==> src/hdl/fault_capture_pkg.sv <==
// Purpose: shared constants for the fault capture and readback block
// Assumes: 10 MHz system clock, six channels, 16-bit serial frames
// Notes: timing figures are plain defaults, not characterised values
package fault_capture_pkg;
  localparam int CH_COUNT = 6;
  localparam int FRAME_BITS = 16;
  localparam int CODE_W = 2;
  localparam int CLK_PERIOD_NS = 100;
  // channel fault codes
  localparam logic [1:0] CODE_NONE = 2'h0;
  localparam logic [1:0] CODE_OPEN = 2'h1;
  localparam logic [1:0] CODE_GROUND = 2'h2;
  localparam logic [1:0] CODE_SHORT = 2'h3;
  // least times round up to whole cycles
  localparam int BLANK_TIME_NS = 20000;
  localparam int FILTER_TIME_NS = 10000;
  localparam int RETRY_TIME_NS = 10000000;
  localparam int BLANK_CYCLES = (BLANK_TIME_NS + CLK_PERIOD_NS - 1) / CLK_PERIOD_NS;
  localparam int FILTER_CYCLES = (FILTER_TIME_NS + CLK_PERIOD_NS - 1) / CLK_PERIOD_NS;
  localparam int RETRY_CYCLES = (RETRY_TIME_NS + CLK_PERIOD_NS - 1) / CLK_PERIOD_NS;
  localparam int TIMER_W = 12;
  localparam int BIT_CNT_W = 5;
  localparam logic [4:0] BIT_CNT_MAX = 5'h11;
  localparam logic [4:0] BIT_CNT_FRAME = 5'h10;
  localparam logic [15:0] CONFIG_RESET = 16'h0000;
  typedef enum logic [1:0] {DRIVE_OFF, DRIVE_ON, DRIVE_WAIT} drive_state_type;
endpackage

==> src/hdl/fault_capture_readback.sv <==
// Purpose: six-channel fault capture, flags and 16-bit serial readback
// Assumes: serial clock idles low, data sampled on its rising edge
// Notes: all pins except the flag enables pass two flops; serial clock must be well below clock_i/4
//
// How it works
// - detected fault latched, fault flag asserted
// - held latch ignores new faults until valid frame
// - select fall loads codes, releases fault flag
// - select rise re-arms latches only if valid
// - persisting fault recaptured after re-arm
// - first enable high-low-high clears all latches
// - invalid frame updates no register
// - frame is 16 bits, two bits per channel
// - latch updates only at a timer end, at re-arm with timers idle, or on clear
// - input on drives gate, starts timers
// - confirmed short: latch, gate low, retry timer
// - retry expiry re-drives gate, re-checks at filter and blanking end
// - after turn-off, below ground threshold latches fault
// - filter starts only toward a fault state
// - unread latch unchanged, takes live at valid end
// - no live fault: latch cleared, flag stays released
// - status flag low while drain below open threshold
// - each fault type has unique two-bit code
// - fault flag released when first enable or select low
// - input change starts channel blanking timer
`timescale 1ns/1ps
`default_nettype none
module fault_capture_readback
  import fault_capture_pkg::*;
#(
  parameter int CHANNELS = fault_capture_pkg::CH_COUNT,
  parameter int RETRY_COUNT = fault_capture_pkg::RETRY_CYCLES
) (
  input wire logic clock_i,
  input wire logic resetn_i,
  input wire logic master_enable_one_i,
  input wire logic master_enable_two_i,
  input wire logic [CHANNELS-1:0] cmd_in_i,
  input wire logic [CHANNELS-1:0] drain_above_short_ref_i,
  input wire logic [CHANNELS-1:0] drain_below_open_i,
  input wire logic [CHANNELS-1:0] drain_below_ground_i,
  input wire logic [CHANNELS-1:0] flag_enable_i,
  input wire logic chip_select_n_i,
  input wire logic sclk_i,
  input wire logic mosi_i,
  output logic miso_o,
  output logic miso_oe_n_o,
  output logic fault_flag_n_o,
  output logic fault_flag_n_oe_n_o,
  output logic status_flag_n_o,
  output logic status_flag_n_oe_n_o,
  output logic [CHANNELS-1:0] gate_drive_o,
  output logic [fault_capture_pkg::FRAME_BITS-1:0] config_word_o,
  output logic frame_valid_o
);
  import fault_capture_pkg::*;

  localparam int RETRY_W = $clog2(RETRY_COUNT + 1);
  localparam int PAD_BITS = FRAME_BITS - CODE_W * CHANNELS;

  // synchronised pins
  logic master_enable_one_s, master_enable_two_s, cs_n_s, sclk_s, mosi_s;
  logic [CHANNELS-1:0] cmd_s, above_short_s, below_open_s, below_ground_s;

  // edge history, all taken from second synchroniser stage
  logic cs_n_prev_reg, sclk_prev_reg, diag_prev_reg;
  logic cs_fall, cs_rise, sclk_rise, sclk_fall;
  logic diag_enable, enable_rise, clear_latches;

  // serial path
  logic [FRAME_BITS-1:0] tx_reg, rx_reg;
  logic [BIT_CNT_W-1:0] bit_cnt_reg;
  logic frame_ok, rearm_reg;

  // per-channel results
  logic [CODE_W*CHANNELS-1:0] latch_codes;
  logic [CHANNELS-1:0] latched, retry_wait, gate_w;

  // shared retry timer
  logic [RETRY_W-1:0] retry_cnt_reg;
  logic retry_go_reg;

  // any asserted channel gated by its flag enable
  function automatic logic any_masked(input logic [CHANNELS-1:0] v, input logic [CHANNELS-1:0] m);
    any_masked = |(v & m);
  endfunction

  sync2 #(
    .WIDTH(3),
    .INIT(3'h4)
  ) u_sync_ctrl (
    .clock_i(clock_i),
    .resetn_i(resetn_i),
    .d_i({chip_select_n_i, sclk_i, mosi_i}),
    .q_o({cs_n_s, sclk_s, mosi_s})
  );

  sync2 #(
    .WIDTH(2),
    .INIT(2'h0)
  ) u_sync_ena (
    .clock_i(clock_i),
    .resetn_i(resetn_i),
    .d_i({master_enable_one_i, master_enable_two_i}),
    .q_o({master_enable_one_s, master_enable_two_s})
  );

  sync2 #(
    .WIDTH(4 * CHANNELS),
    .INIT('0)
  ) u_sync_chan (
    .clock_i(clock_i),
    .resetn_i(resetn_i),
    .d_i({cmd_in_i, drain_above_short_ref_i, drain_below_open_i, drain_below_ground_i}),
    .q_o({cmd_s, above_short_s, below_open_s, below_ground_s})
  );

  always_ff @(posedge clock_i or negedge resetn_i) begin
    if (!resetn_i) begin
      cs_n_prev_reg <= 1'b1;
      sclk_prev_reg <= 1'b0;
      diag_prev_reg <= 1'b0;
    end else begin
      cs_n_prev_reg <= cs_n_s;
      sclk_prev_reg <= sclk_s;
      diag_prev_reg <= diag_enable;
    end
  end

  assign cs_fall = cs_n_prev_reg && !cs_n_s;
  assign cs_rise = !cs_n_prev_reg && cs_n_s;
  assign sclk_rise = !cs_n_s && !sclk_prev_reg && sclk_s;
  assign sclk_fall = !cs_n_s && sclk_prev_reg && !sclk_s;
  assign diag_enable = master_enable_one_s && master_enable_two_s;
  // either enable rising with the other high retriggers all blanking
  assign enable_rise = diag_enable && !diag_prev_reg;
  // latches stay cleared while the first enable is low
  assign clear_latches = !master_enable_one_s;

  // bit counter saturates so over-long frames stay invalid
  always_ff @(posedge clock_i or negedge resetn_i) begin
    if (!resetn_i) begin
      bit_cnt_reg <= '0;
    end else if (cs_fall) begin
      bit_cnt_reg <= '0;
    end else if (sclk_rise && bit_cnt_reg != BIT_CNT_MAX) begin
      bit_cnt_reg <= bit_cnt_reg + BIT_CNT_W'(1);
    end
  end

  assign frame_ok = (bit_cnt_reg == BIT_CNT_FRAME);

  // receive side samples on rising serial clock
  always_ff @(posedge clock_i or negedge resetn_i) begin
    if (!resetn_i) begin
      rx_reg <= '0;
    end else if (sclk_rise) begin
      rx_reg <= {rx_reg[FRAME_BITS-2:0], mosi_s};
    end
  end

  // transmit side: snapshot at select fall, shift on falling clock
  always_ff @(posedge clock_i or negedge resetn_i) begin
    if (!resetn_i) begin
      tx_reg <= '0;
      miso_o <= 1'b0;
    end else if (cs_fall) begin
      tx_reg <= {{PAD_BITS{1'b0}}, latch_codes};
      miso_o <= (PAD_BITS > 0) ? 1'b0 : latch_codes[CODE_W*CHANNELS-1];
    end else if (sclk_fall) begin
      tx_reg <= {tx_reg[FRAME_BITS-2:0], 1'b0};
      miso_o <= tx_reg[FRAME_BITS-2];
    end
  end

  always_ff @(posedge clock_i or negedge resetn_i) begin
    if (!resetn_i) begin
      miso_oe_n_o <= 1'b1;
    end else begin
      miso_oe_n_o <= cs_n_s;
    end
  end

  // received word only lands after a valid frame
  always_ff @(posedge clock_i or negedge resetn_i) begin
    if (!resetn_i) begin
      config_word_o <= CONFIG_RESET;
      frame_valid_o <= 1'b0;
      rearm_reg <= 1'b0;
    end else begin
      frame_valid_o <= cs_rise && frame_ok;
      rearm_reg <= cs_rise && frame_ok;
      if (cs_rise && frame_ok) begin
        config_word_o <= rx_reg;
      end
    end
  end

  // one shared retry timer; first waiting channel starts a full period
  always_ff @(posedge clock_i or negedge resetn_i) begin
    if (!resetn_i) begin
      retry_cnt_reg <= '0;
      retry_go_reg <= 1'b0;
    end else begin
      retry_go_reg <= 1'b0;
      if (retry_cnt_reg == '0) begin
        if (|retry_wait) begin
          retry_cnt_reg <= RETRY_W'(RETRY_COUNT);
        end
      end else if (retry_cnt_reg == RETRY_W'(1)) begin
        retry_cnt_reg <= '0;
        retry_go_reg <= 1'b1;
      end else begin
        retry_cnt_reg <= retry_cnt_reg - RETRY_W'(1);
      end
    end
  end

  genvar ch;
  generate
    for (ch = 0; ch < CHANNELS; ch++) begin : g_ch
      fault_channel u_channel (
        .clock_i(clock_i),
        .resetn_i(resetn_i),
        .diag_enable_i(diag_enable),
        .enable_rise_i(enable_rise),
        .clear_i(clear_latches),
        .cmd_i(cmd_s[ch]),
        .above_short_ref_i(above_short_s[ch]),
        .below_open_i(below_open_s[ch]),
        .below_ground_i(below_ground_s[ch]),
        .rearm_i(rearm_reg),
        .retry_go_i(retry_go_reg),
        .gate_o(gate_w[ch]),
        .latch_code_o(latch_codes[CODE_W*ch +: CODE_W]),
        .latched_o(latched[ch]),
        .retry_wait_o(retry_wait[ch])
      );
    end
  endgenerate

  assign gate_drive_o = gate_w;

  // fault flag: held latch, only while first enable and select are high
  always_ff @(posedge clock_i or negedge resetn_i) begin
    if (!resetn_i) begin
      fault_flag_n_o <= 1'b1;
      fault_flag_n_oe_n_o <= 1'b1;
    end else if (master_enable_one_s && cs_n_s && any_masked(latched, flag_enable_i)) begin
      fault_flag_n_o <= 1'b0;
      fault_flag_n_oe_n_o <= 1'b0;
    end else begin
      fault_flag_n_o <= 1'b1;
      fault_flag_n_oe_n_o <= 1'b1;
    end
  end

  // status flag follows the open-load comparison directly
  always_ff @(posedge clock_i or negedge resetn_i) begin
    if (!resetn_i) begin
      status_flag_n_o <= 1'b1;
      status_flag_n_oe_n_o <= 1'b1;
    end else if (master_enable_one_s && any_masked(below_open_s, flag_enable_i)) begin
      status_flag_n_o <= 1'b0;
      status_flag_n_oe_n_o <= 1'b0;
    end else begin
      status_flag_n_o <= 1'b1;
      status_flag_n_oe_n_o <= 1'b1;
    end
  end
endmodule
`default_nettype wire

==> src/hdl/sync2.sv <==
// Purpose: two-flop synchroniser for pins from outside the clock domain
// Assumes: inputs change slowly compared with the clock
// Notes: only the second stage is visible to logic
`timescale 1ns/1ps
`default_nettype none
module sync2 #(
  parameter int WIDTH = 1,
  parameter logic [WIDTH-1:0] INIT = '0
) (
  input wire logic clock_i,
  input wire logic resetn_i,
  input wire logic [WIDTH-1:0] d_i,
  output logic [WIDTH-1:0] q_o
);
  logic [WIDTH-1:0] meta_reg;

  always_ff @(posedge clock_i or negedge resetn_i) begin
    if (!resetn_i) begin
      meta_reg <= INIT;
      q_o <= INIT;
    end else begin
      meta_reg <= d_i;
      q_o <= meta_reg;
    end
  end
endmodule
`default_nettype wire

==> src/hdl/fault_channel.sv <==
// Purpose: one channel: gate drive, blanking and filter timers, fault latch
// Assumes: comparator inputs already synchronised
// Notes: auto-retry timing comes from the shared timer in the top
`timescale 1ns/1ps
`default_nettype none
module fault_channel
  import fault_capture_pkg::*;
(
  input wire logic clock_i,
  input wire logic resetn_i,
  input wire logic diag_enable_i,
  input wire logic enable_rise_i,
  input wire logic clear_i,
  input wire logic cmd_i,
  input wire logic above_short_ref_i,
  input wire logic below_open_i,
  input wire logic below_ground_i,
  input wire logic rearm_i,
  input wire logic retry_go_i,
  output logic gate_o,
  output logic [1:0] latch_code_o,
  output logic latched_o,
  output logic retry_wait_o
);
  drive_state_type state_reg, state_next;
  logic [1:0] live_code, live_prev_reg;
  logic cmd_prev_reg;
  logic [TIMER_W-1:0] blank_reg, filter_reg;
  logic start_blank, start_filter, check, busy;

  // live comparison picks references by drive state
  always_comb begin
    live_code = CODE_NONE;
    if (diag_enable_i) begin
      if (state_reg == DRIVE_ON) begin
        live_code = above_short_ref_i ? CODE_SHORT : CODE_NONE;
      end else if (below_ground_i) begin
        live_code = CODE_GROUND;
      end else if (below_open_i) begin
        live_code = CODE_OPEN;
      end
    end
  end

  always_comb begin
    state_next = state_reg;
    case (state_reg)
      DRIVE_OFF: begin
        if (diag_enable_i && cmd_i) begin
          state_next = DRIVE_ON;
        end
      end
      DRIVE_ON: begin
        if (!diag_enable_i || !cmd_i) begin
          state_next = DRIVE_OFF;
        end else if (check && live_code == CODE_SHORT) begin
          state_next = DRIVE_WAIT;
        end
      end
      DRIVE_WAIT: begin
        if (!diag_enable_i || !cmd_i) begin
          state_next = DRIVE_OFF;
        end else if (retry_go_i) begin
          state_next = DRIVE_ON;
        end
      end
      default: state_next = DRIVE_OFF;
    endcase
  end

  assign start_blank = (cmd_i != cmd_prev_reg) || enable_rise_i ||
    (state_reg == DRIVE_WAIT && state_next == DRIVE_ON);
  // only a move toward a fault starts the filter
  assign start_filter = (live_code != live_prev_reg) && (live_code != CODE_NONE);
  assign busy = (blank_reg != '0) || (filter_reg != '0);
  assign check = (blank_reg == TIMER_W'(1)) || (filter_reg == TIMER_W'(1));
  assign retry_wait_o = (state_reg == DRIVE_WAIT);

  always_ff @(posedge clock_i or negedge resetn_i) begin
    if (!resetn_i) begin
      state_reg <= DRIVE_OFF;
      gate_o <= 1'b0;
    end else begin
      state_reg <= state_next;
      gate_o <= (state_next == DRIVE_ON);
    end
  end

  always_ff @(posedge clock_i or negedge resetn_i) begin
    if (!resetn_i) begin
      cmd_prev_reg <= 1'b0;
      live_prev_reg <= CODE_NONE;
    end else begin
      cmd_prev_reg <= cmd_i;
      live_prev_reg <= live_code;
    end
  end

  always_ff @(posedge clock_i or negedge resetn_i) begin
    if (!resetn_i) begin
      blank_reg <= '0;
      filter_reg <= '0;
    end else begin
      if (start_blank) begin
        blank_reg <= TIMER_W'(BLANK_CYCLES);
      end else if (blank_reg != '0) begin
        blank_reg <= blank_reg - TIMER_W'(1);
      end
      if (start_filter) begin
        filter_reg <= TIMER_W'(FILTER_CYCLES);
      end else if (filter_reg != '0) begin
        filter_reg <= filter_reg - TIMER_W'(1);
      end
    end
  end

  // latch only samples at timer ends or at re-arm with timers idle
  always_ff @(posedge clock_i or negedge resetn_i) begin
    if (!resetn_i) begin
      latch_code_o <= CODE_NONE;
      latched_o <= 1'b0;
    end else if (clear_i) begin
      latch_code_o <= CODE_NONE;
      latched_o <= 1'b0;
    end else if (check && !latched_o && live_code != CODE_NONE) begin
      latch_code_o <= live_code;
      latched_o <= 1'b1;
    end else if (rearm_i && !busy) begin
      latch_code_o <= live_code;
      latched_o <= (live_code != CODE_NONE);
    end
  end
endmodule
`default_nettype wire

==> config.mk <==
export PLATFORM = sky130hd
export DESIGN_NAME = fault_capture_readback
export DESIGN_NICKNAME = d
export VERILOG_FILES = /design/src/hdl/fault_capture_pkg.sv /design/src/hdl/fault_capture_readback.sv /design/src/hdl/sync2.sv /design/src/hdl/fault_channel.sv
export SDC_FILE = /design/constraint.sdc
export NUM_CORES = 1
export LEC_CHECK = 0
export ABC_AREA = 1
export BUFFER_PORTS_ARGS = -buffer_cell sky130_fd_sc_hd__buf_2
export CORE_MARGIN = 2
export CORE_UTILIZATION = 57
export DETAILED_ROUTE_END_ITERATION = 6
export GPL_ROUTABILITY_DRIVEN = 0
export GPL_TIMING_DRIVEN = 0
export PLACE_DENSITY_LB_ADDON = 0.3
export SLEW_MARGIN = 20
export SYNTH_ARGS = -nofsm -noshare
export SYNTH_HDL_FRONTEND = slang
export SYNTH_SLANG_ARGS = --single-unit
export TNS_END_PERCENT = 30
==> constraint.sdc <==
create_clock -name clock_i -period 3 [get_ports clock_i]
set_input_delay 0.9 -clock clock_i [delete_from_list [all_inputs] [get_ports clock_i]]
set_output_delay 0.9 -clock clock_i [all_outputs]
set_load 0.03 [all_outputs]
# Word level (Yosys, flattened, before mapping)
# Cells that the tools add are included.
# Widths: inputs -> output; s select.
# word_totals
regBits,333
inputBits,37
out_inout_bits,29
wordCells,431
# op_classes
addsub,14
n_eq_ne,58
muxes,139
bitwise,2
n_reduce_logical,151
# ops
cell,count
$mux 12,24
$eq 12x1->1 const B,12
$mux 2,72
$reduce_bool 12->1,12
$sub 12x1->12 const B,12
$logic_and 1x1->1,55
$mux 17,3
$reduce_bool 2->1,20
$pmux 2 s3,6
$logic_or 1x1->1,30
$mux 1,30
$mux 15,2
$eq 2x1->1 const B,12
$eq 2x2->1 const B,12
$logic_not 1->1,24
$ne 3x1->1 const B,6
$reduce_or 6->1,3
$eq 17x1->1 const B,1
$logic_not 17->1,1
$sub 17x1->17 const B,1
$and 6x6->6,2
$logic_not 2->1,6
$ne 2x2->1,6
$mux 5,2
5 further kinds,10

# Logic depth before layout (Yosys ltp)
# depth
depth_word,13
ltp_mapped,12

# Hierarchy
# A second synthesis with hierarchy kept.
# unflattened
hier_cells,2048
hier_area_um2,17217.8
# by_module_without_submodules
mod,instances,cells_per_inst,area_per_inst_um2,seq_area_each_um2
fault_channel (g_ch[0].u_channel ...),4,261,2028.2,825.8
fault_capture_readback,1,419,3547.2,1930.6
fault_channel (g_ch[5].u_channel),1,263,2088.3,825.8
fault_channel (g_ch[4].u_channel),1,264,2015.7,825.8
sync2 (u_sync_chan),1,48,1201.2,1201.2
sync2 (u_sync_ctrl),1,6,152.6,152.6
sync2 (u_sync_ena),1,4,100.1,100.1

# Worst setup path before layout
# No wires, ideal clock.
# synth_timing
kind,flip-flop to output port
startpoint,register fault_flag_n_oe_n_o
endpoint,output port fault_flag_n_oe_n_o
arrival_time_ns,0.786
required_ns,2.100
slack_ns,1.314
path_stages_with_launch,2
path_buffers,1
path_cell_list,dfstp_2 > buf_4
# synth_lines
item,line_no,rtl
from (decl),fault_capture_readback.sv:49,"output logic fault_flag_n_oe_n_o,"
from (signal assigned),fault_capture_readback.sv:248,fault_flag_n_oe_n_o <= 1'b1;
from (signal assigned),fault_capture_readback.sv:251,fault_flag_n_oe_n_o <= 1'b0;
from (signal assigned),fault_capture_readback.sv:254,fault_flag_n_oe_n_o <= 1'b1;
# No word-level cell between the ends.

==> flow_metrics.env <==
export IMPL_grt_setup_unrepaired="false"
export IMPL_critPathBufInv=1
export IMPL_setup_viol_count_final=0
export IMPL_rows=62
export IMPL_antenna_found_initial=0
export IMPL_crit_path_cell_trace="buf_2"
export IMPL_reg2reg_from="u_sync_ena.q_o[1]"
export IMPL_start_util_pct=57.5
export IMPL_slew_violations=0
export IMPL_mostFrequentLayoutCell="nand2_1"
export IMPL_vias=13100
export IMPL_ys_seq_area_share_pct=50.8
export IMPL_drc_errors=0
export IMPL_tightest_slew_ps=698
export IMPL_post_cts_buffers=0
export IMPL_status="completed"
export IMPL_final_cell_mix="nand2_1, dfrtp_1, nor2_1, inv_1, nand3_1"
export IMPL_start_kind="flop"
export IMPL_grt_remaining_overflow=0
export IMPL_crit_family="flip-flops"
export IMPL_ys_seq_elements=333
export IMPL_synth_top_family_by_area="simple AND/OR/NAND/NOR gates"
export IMPL_max_stage_delay_ps=730
export IMPL_die_area_sq_mm=0.0302
export IMPL_first_iter_violations=970
export IMPL_pre_cts_slack_ps=1040
export IMPL_dp_cells=2460
export IMPL_final_area_sq_mm=0.0186
export IMPL_cts_tree="yes"
export IMPL_dp_hpwl_mm=24.7
export IMPL_postRouteAntennaNets=0
export IMPL_fp_coreArea_sq_mm=0.0285
export IMPL_grt_max_degree=93
export IMPL_critPathCaptureType="output port"
export IMPL_cts_buffers=36
export IMPL_clock_sinks=333
export IMPL_clock_latency_ps=520
export IMPL_synth_cells=2007
export IMPL_max_slew_margin_rel_pct=53.1
export IMPL_grt_pass1_wl_mm=60.2
export IMPL_cts_resized=0
export IMPL_hold_viol=0
export IMPL_syn_to_final_growth_pct=13.5
export IMPL_synth_compound_area_share_pct=5.79
export IMPL_ios=66
export IMPL_firstDrtPassIters=6
export IMPL_synth_fa_ha_area_share_pct=3.13
export IMPL_holdBufCountCts=0
export IMPL_wirelength_mm=34.8
export IMPL_yosys_area_share_xor_xnor_pct=4.63
export IMPL_synth_async_reset_ratio_pct=100
export IMPL_multiInputGateArea_sq_mm=0.00685
export IMPL_synthSimpleGateAreaFrac_pct=28.2
export IMPL_pwr_density_cell_mw_per_mm2=766
export IMPL_synth_nets=2085
export IMPL_cellLeakagePower_nw=9.39
export IMPL_via_per_inst=5.21
export IMPL_hp_class="input pin to async pin"
export IMPL_setup_ws_ps=545
export IMPL_grt_pass1_vias=13000
export IMPL_clock_skew_ps=14.7
export IMPL_worstPathMaxFanout=7
export IMPL_synth_edf_count=0
export IMPL_cts_clk_slew_worst_paths_ps=60
export IMPL_place_area_sq_mm=0.0173
export IMPL_timing_rr_end="g_ch[2].u_channel.blank_reg[1]"
export IMPL_crit_required_ps=2100
export IMPL_rrSetupSlack_ps=1040
export IMPL_path_class="flop to output port"
export IMPL_final_cell_count_no_fill=2524
export IMPL_seq_area_sq_mm=0.00834
export IMPL_n_antenna_cell=0
export IMPL_chipWidth_um=174
export IMPL_setup_tns_final_ps=0
export IMPL_synth_cell_types=48
export IMPL_cts_buffer_depth=3
export IMPL_synth_avg_cell_area_sq_um=8.18
export IMPL_drv_cap=0
export IMPL_crit_arrival_ps=1550
export IMPL_track_usage_pct=23.9
export IMPL_fill_cells=2415
export IMPL_synthMuxAreaShare_pct=0
export IMPL_cts_root_buffer="clkbuf_16"
export IMPL_fin_nets=2192
export IMPL_worstRegToRegCells=7
export IMPL_synth_flop_cell="dfrtp_1"
export IMPL_critPathSlowestCell="dfrtp_1"
export IMPL_max_freq_ghz=0.407
export IMPL_final_period_utilization_pct=81.8
export IMPL_die_h_um=174
export IMPL_layout_drive_gt1_share_pct=9.49
export IMPL_post_route_min_period_ps=2450
export IMPL_portBuffers=65
export IMPL_wire_per_inst_um=13.8
export IMPL_cts_max_level=2
export IMPL_peakVddDrop_mv=0.501
export IMPL_synth_area_sq_mm=0.0164
export IMPL_yosysWarnings=0
==> power by group <==
| part | total [W] | internal (W) | switching (W) |
|---|---|---|---|
| sequential | 0.00599 | 0.00530 | 0.000697 |
| clock | 0.00472 | 0.00296 | 0.00176 |
| combinational | 0.00356 | 0.00130 | 0.00225 |
| total | 0.0143 | 0.00956 | 0.00471 |
==> worst register-to-register path: cells and delay by family (launching register included) <==
family / cells / cell delay (ps)
buffers and inverters: 1 / 190
flip-flops: 1 / 460
AND/OR/NAND/NOR: 6 / 1220
==> layer usage <==
metal	global-route usage [%]	share of wire [%]	vias up
met5	0	0	-
met4	7.56	2.5	0
met3	3.25	4.3	66
met2	39.6	47	296
met1	32.9	46	6232
li1	-	-	6546
==> metrics by stage <==
| step | hold WS [ps] | power (W) | utilization [%] |
|---|---|---|---|
| 2_1_floorplan | 331 | 0.00869 | - |
| 3_3_place_gp | 333 | 0.00940 | 60.3 |
| 3_5_place_dp | 335 | 0.00956 | 60.7 |
| 4_1_cts | 266 | 0.0144 | 65.3 |
| 5_1_grt | 278 | 0.0153 | 65.3 |
| 6_report | 266 | 0.0143 | 65.3 |
==> kinds of logic after synthesis <==
family | Yosys count
and+or+nand+nor | 1067
DFF | 333
buffers and inverters | 310
AOI/OAI and AO/OA | 170
xor gates and xnor gates | 86
adders and majority gates | 41
==> cells in the mapped netlist (5+ instances only) <==
| cell | n | share of area (%) |
|---|---|---|
| ha_1 | 41 | 3.1 |
| a31oi_1 | 6 | 0.23 |
| o21ai_1 | 5 | 0.15 |
| inv_2 | 8 | 0.18 |
| nor2_4 | 5 | 0.34 |
| nand2_2 | 7 | 0.27 |
| nand4_1 | 36 | 1.4 |
| nand3b_1 | 17 | 0.78 |
| dfrtp_1 | 328 | 50 |
| clkbuf_1 | 10 | 0.23 |
| nand3_2 | 5 | 0.30 |
| nand2_1 | 455 | 10 |
| nor2_1 | 299 | 6.8 |
| a21oi_1 | 40 | 1.2 |
| nand3_1 | 145 | 4.4 |
| nor3_1 | 67 | 2.0 |
| or2_2 | 5 | 0.19 |
| xor2_1 | 56 | 3.0 |
| xnor2_1 | 29 | 1.5 |
| o211ai_1 | 13 | 0.59 |
| buf_4 | 11 | 0.50 |
| dfstp_2 | 5 | 0.80 |
| inv_1 | 274 | 6.3 |
| o21ai_0 | 87 | 2.7 |
| nor2_2 | 13 | 0.50 |
==> cell type report <==
type	instances	area share (%)
buffer	27	0.866
clock buffer	51	5.84
clock inverter	13	1.07
inverter	283	5.72
multi-input combinational	1364	36.8
sequential	333	44.8
tap	384	2.58
timing repair buffer	69	2.39
==> worst max path at each step <==
stage                              startpoint             endpoint  slack, ps  depth (start not counted)
after floorplan           fault_flag_n_oe_n_o  fault_flag_n_oe_n_o       1310                          1
after global placement               resetn_i           rx_reg[11]      -5240                          1
after detailed placement             resetn_i  fault_flag_n_oe_n_o       1040                          3
after CTS                           rearm_reg        frame_valid_o        540                          1
after global routing                rearm_reg        frame_valid_o        530                          1
final                               rearm_reg        frame_valid_o        550                          1
No activity file was read; power rests on OpenSTA's default activity.
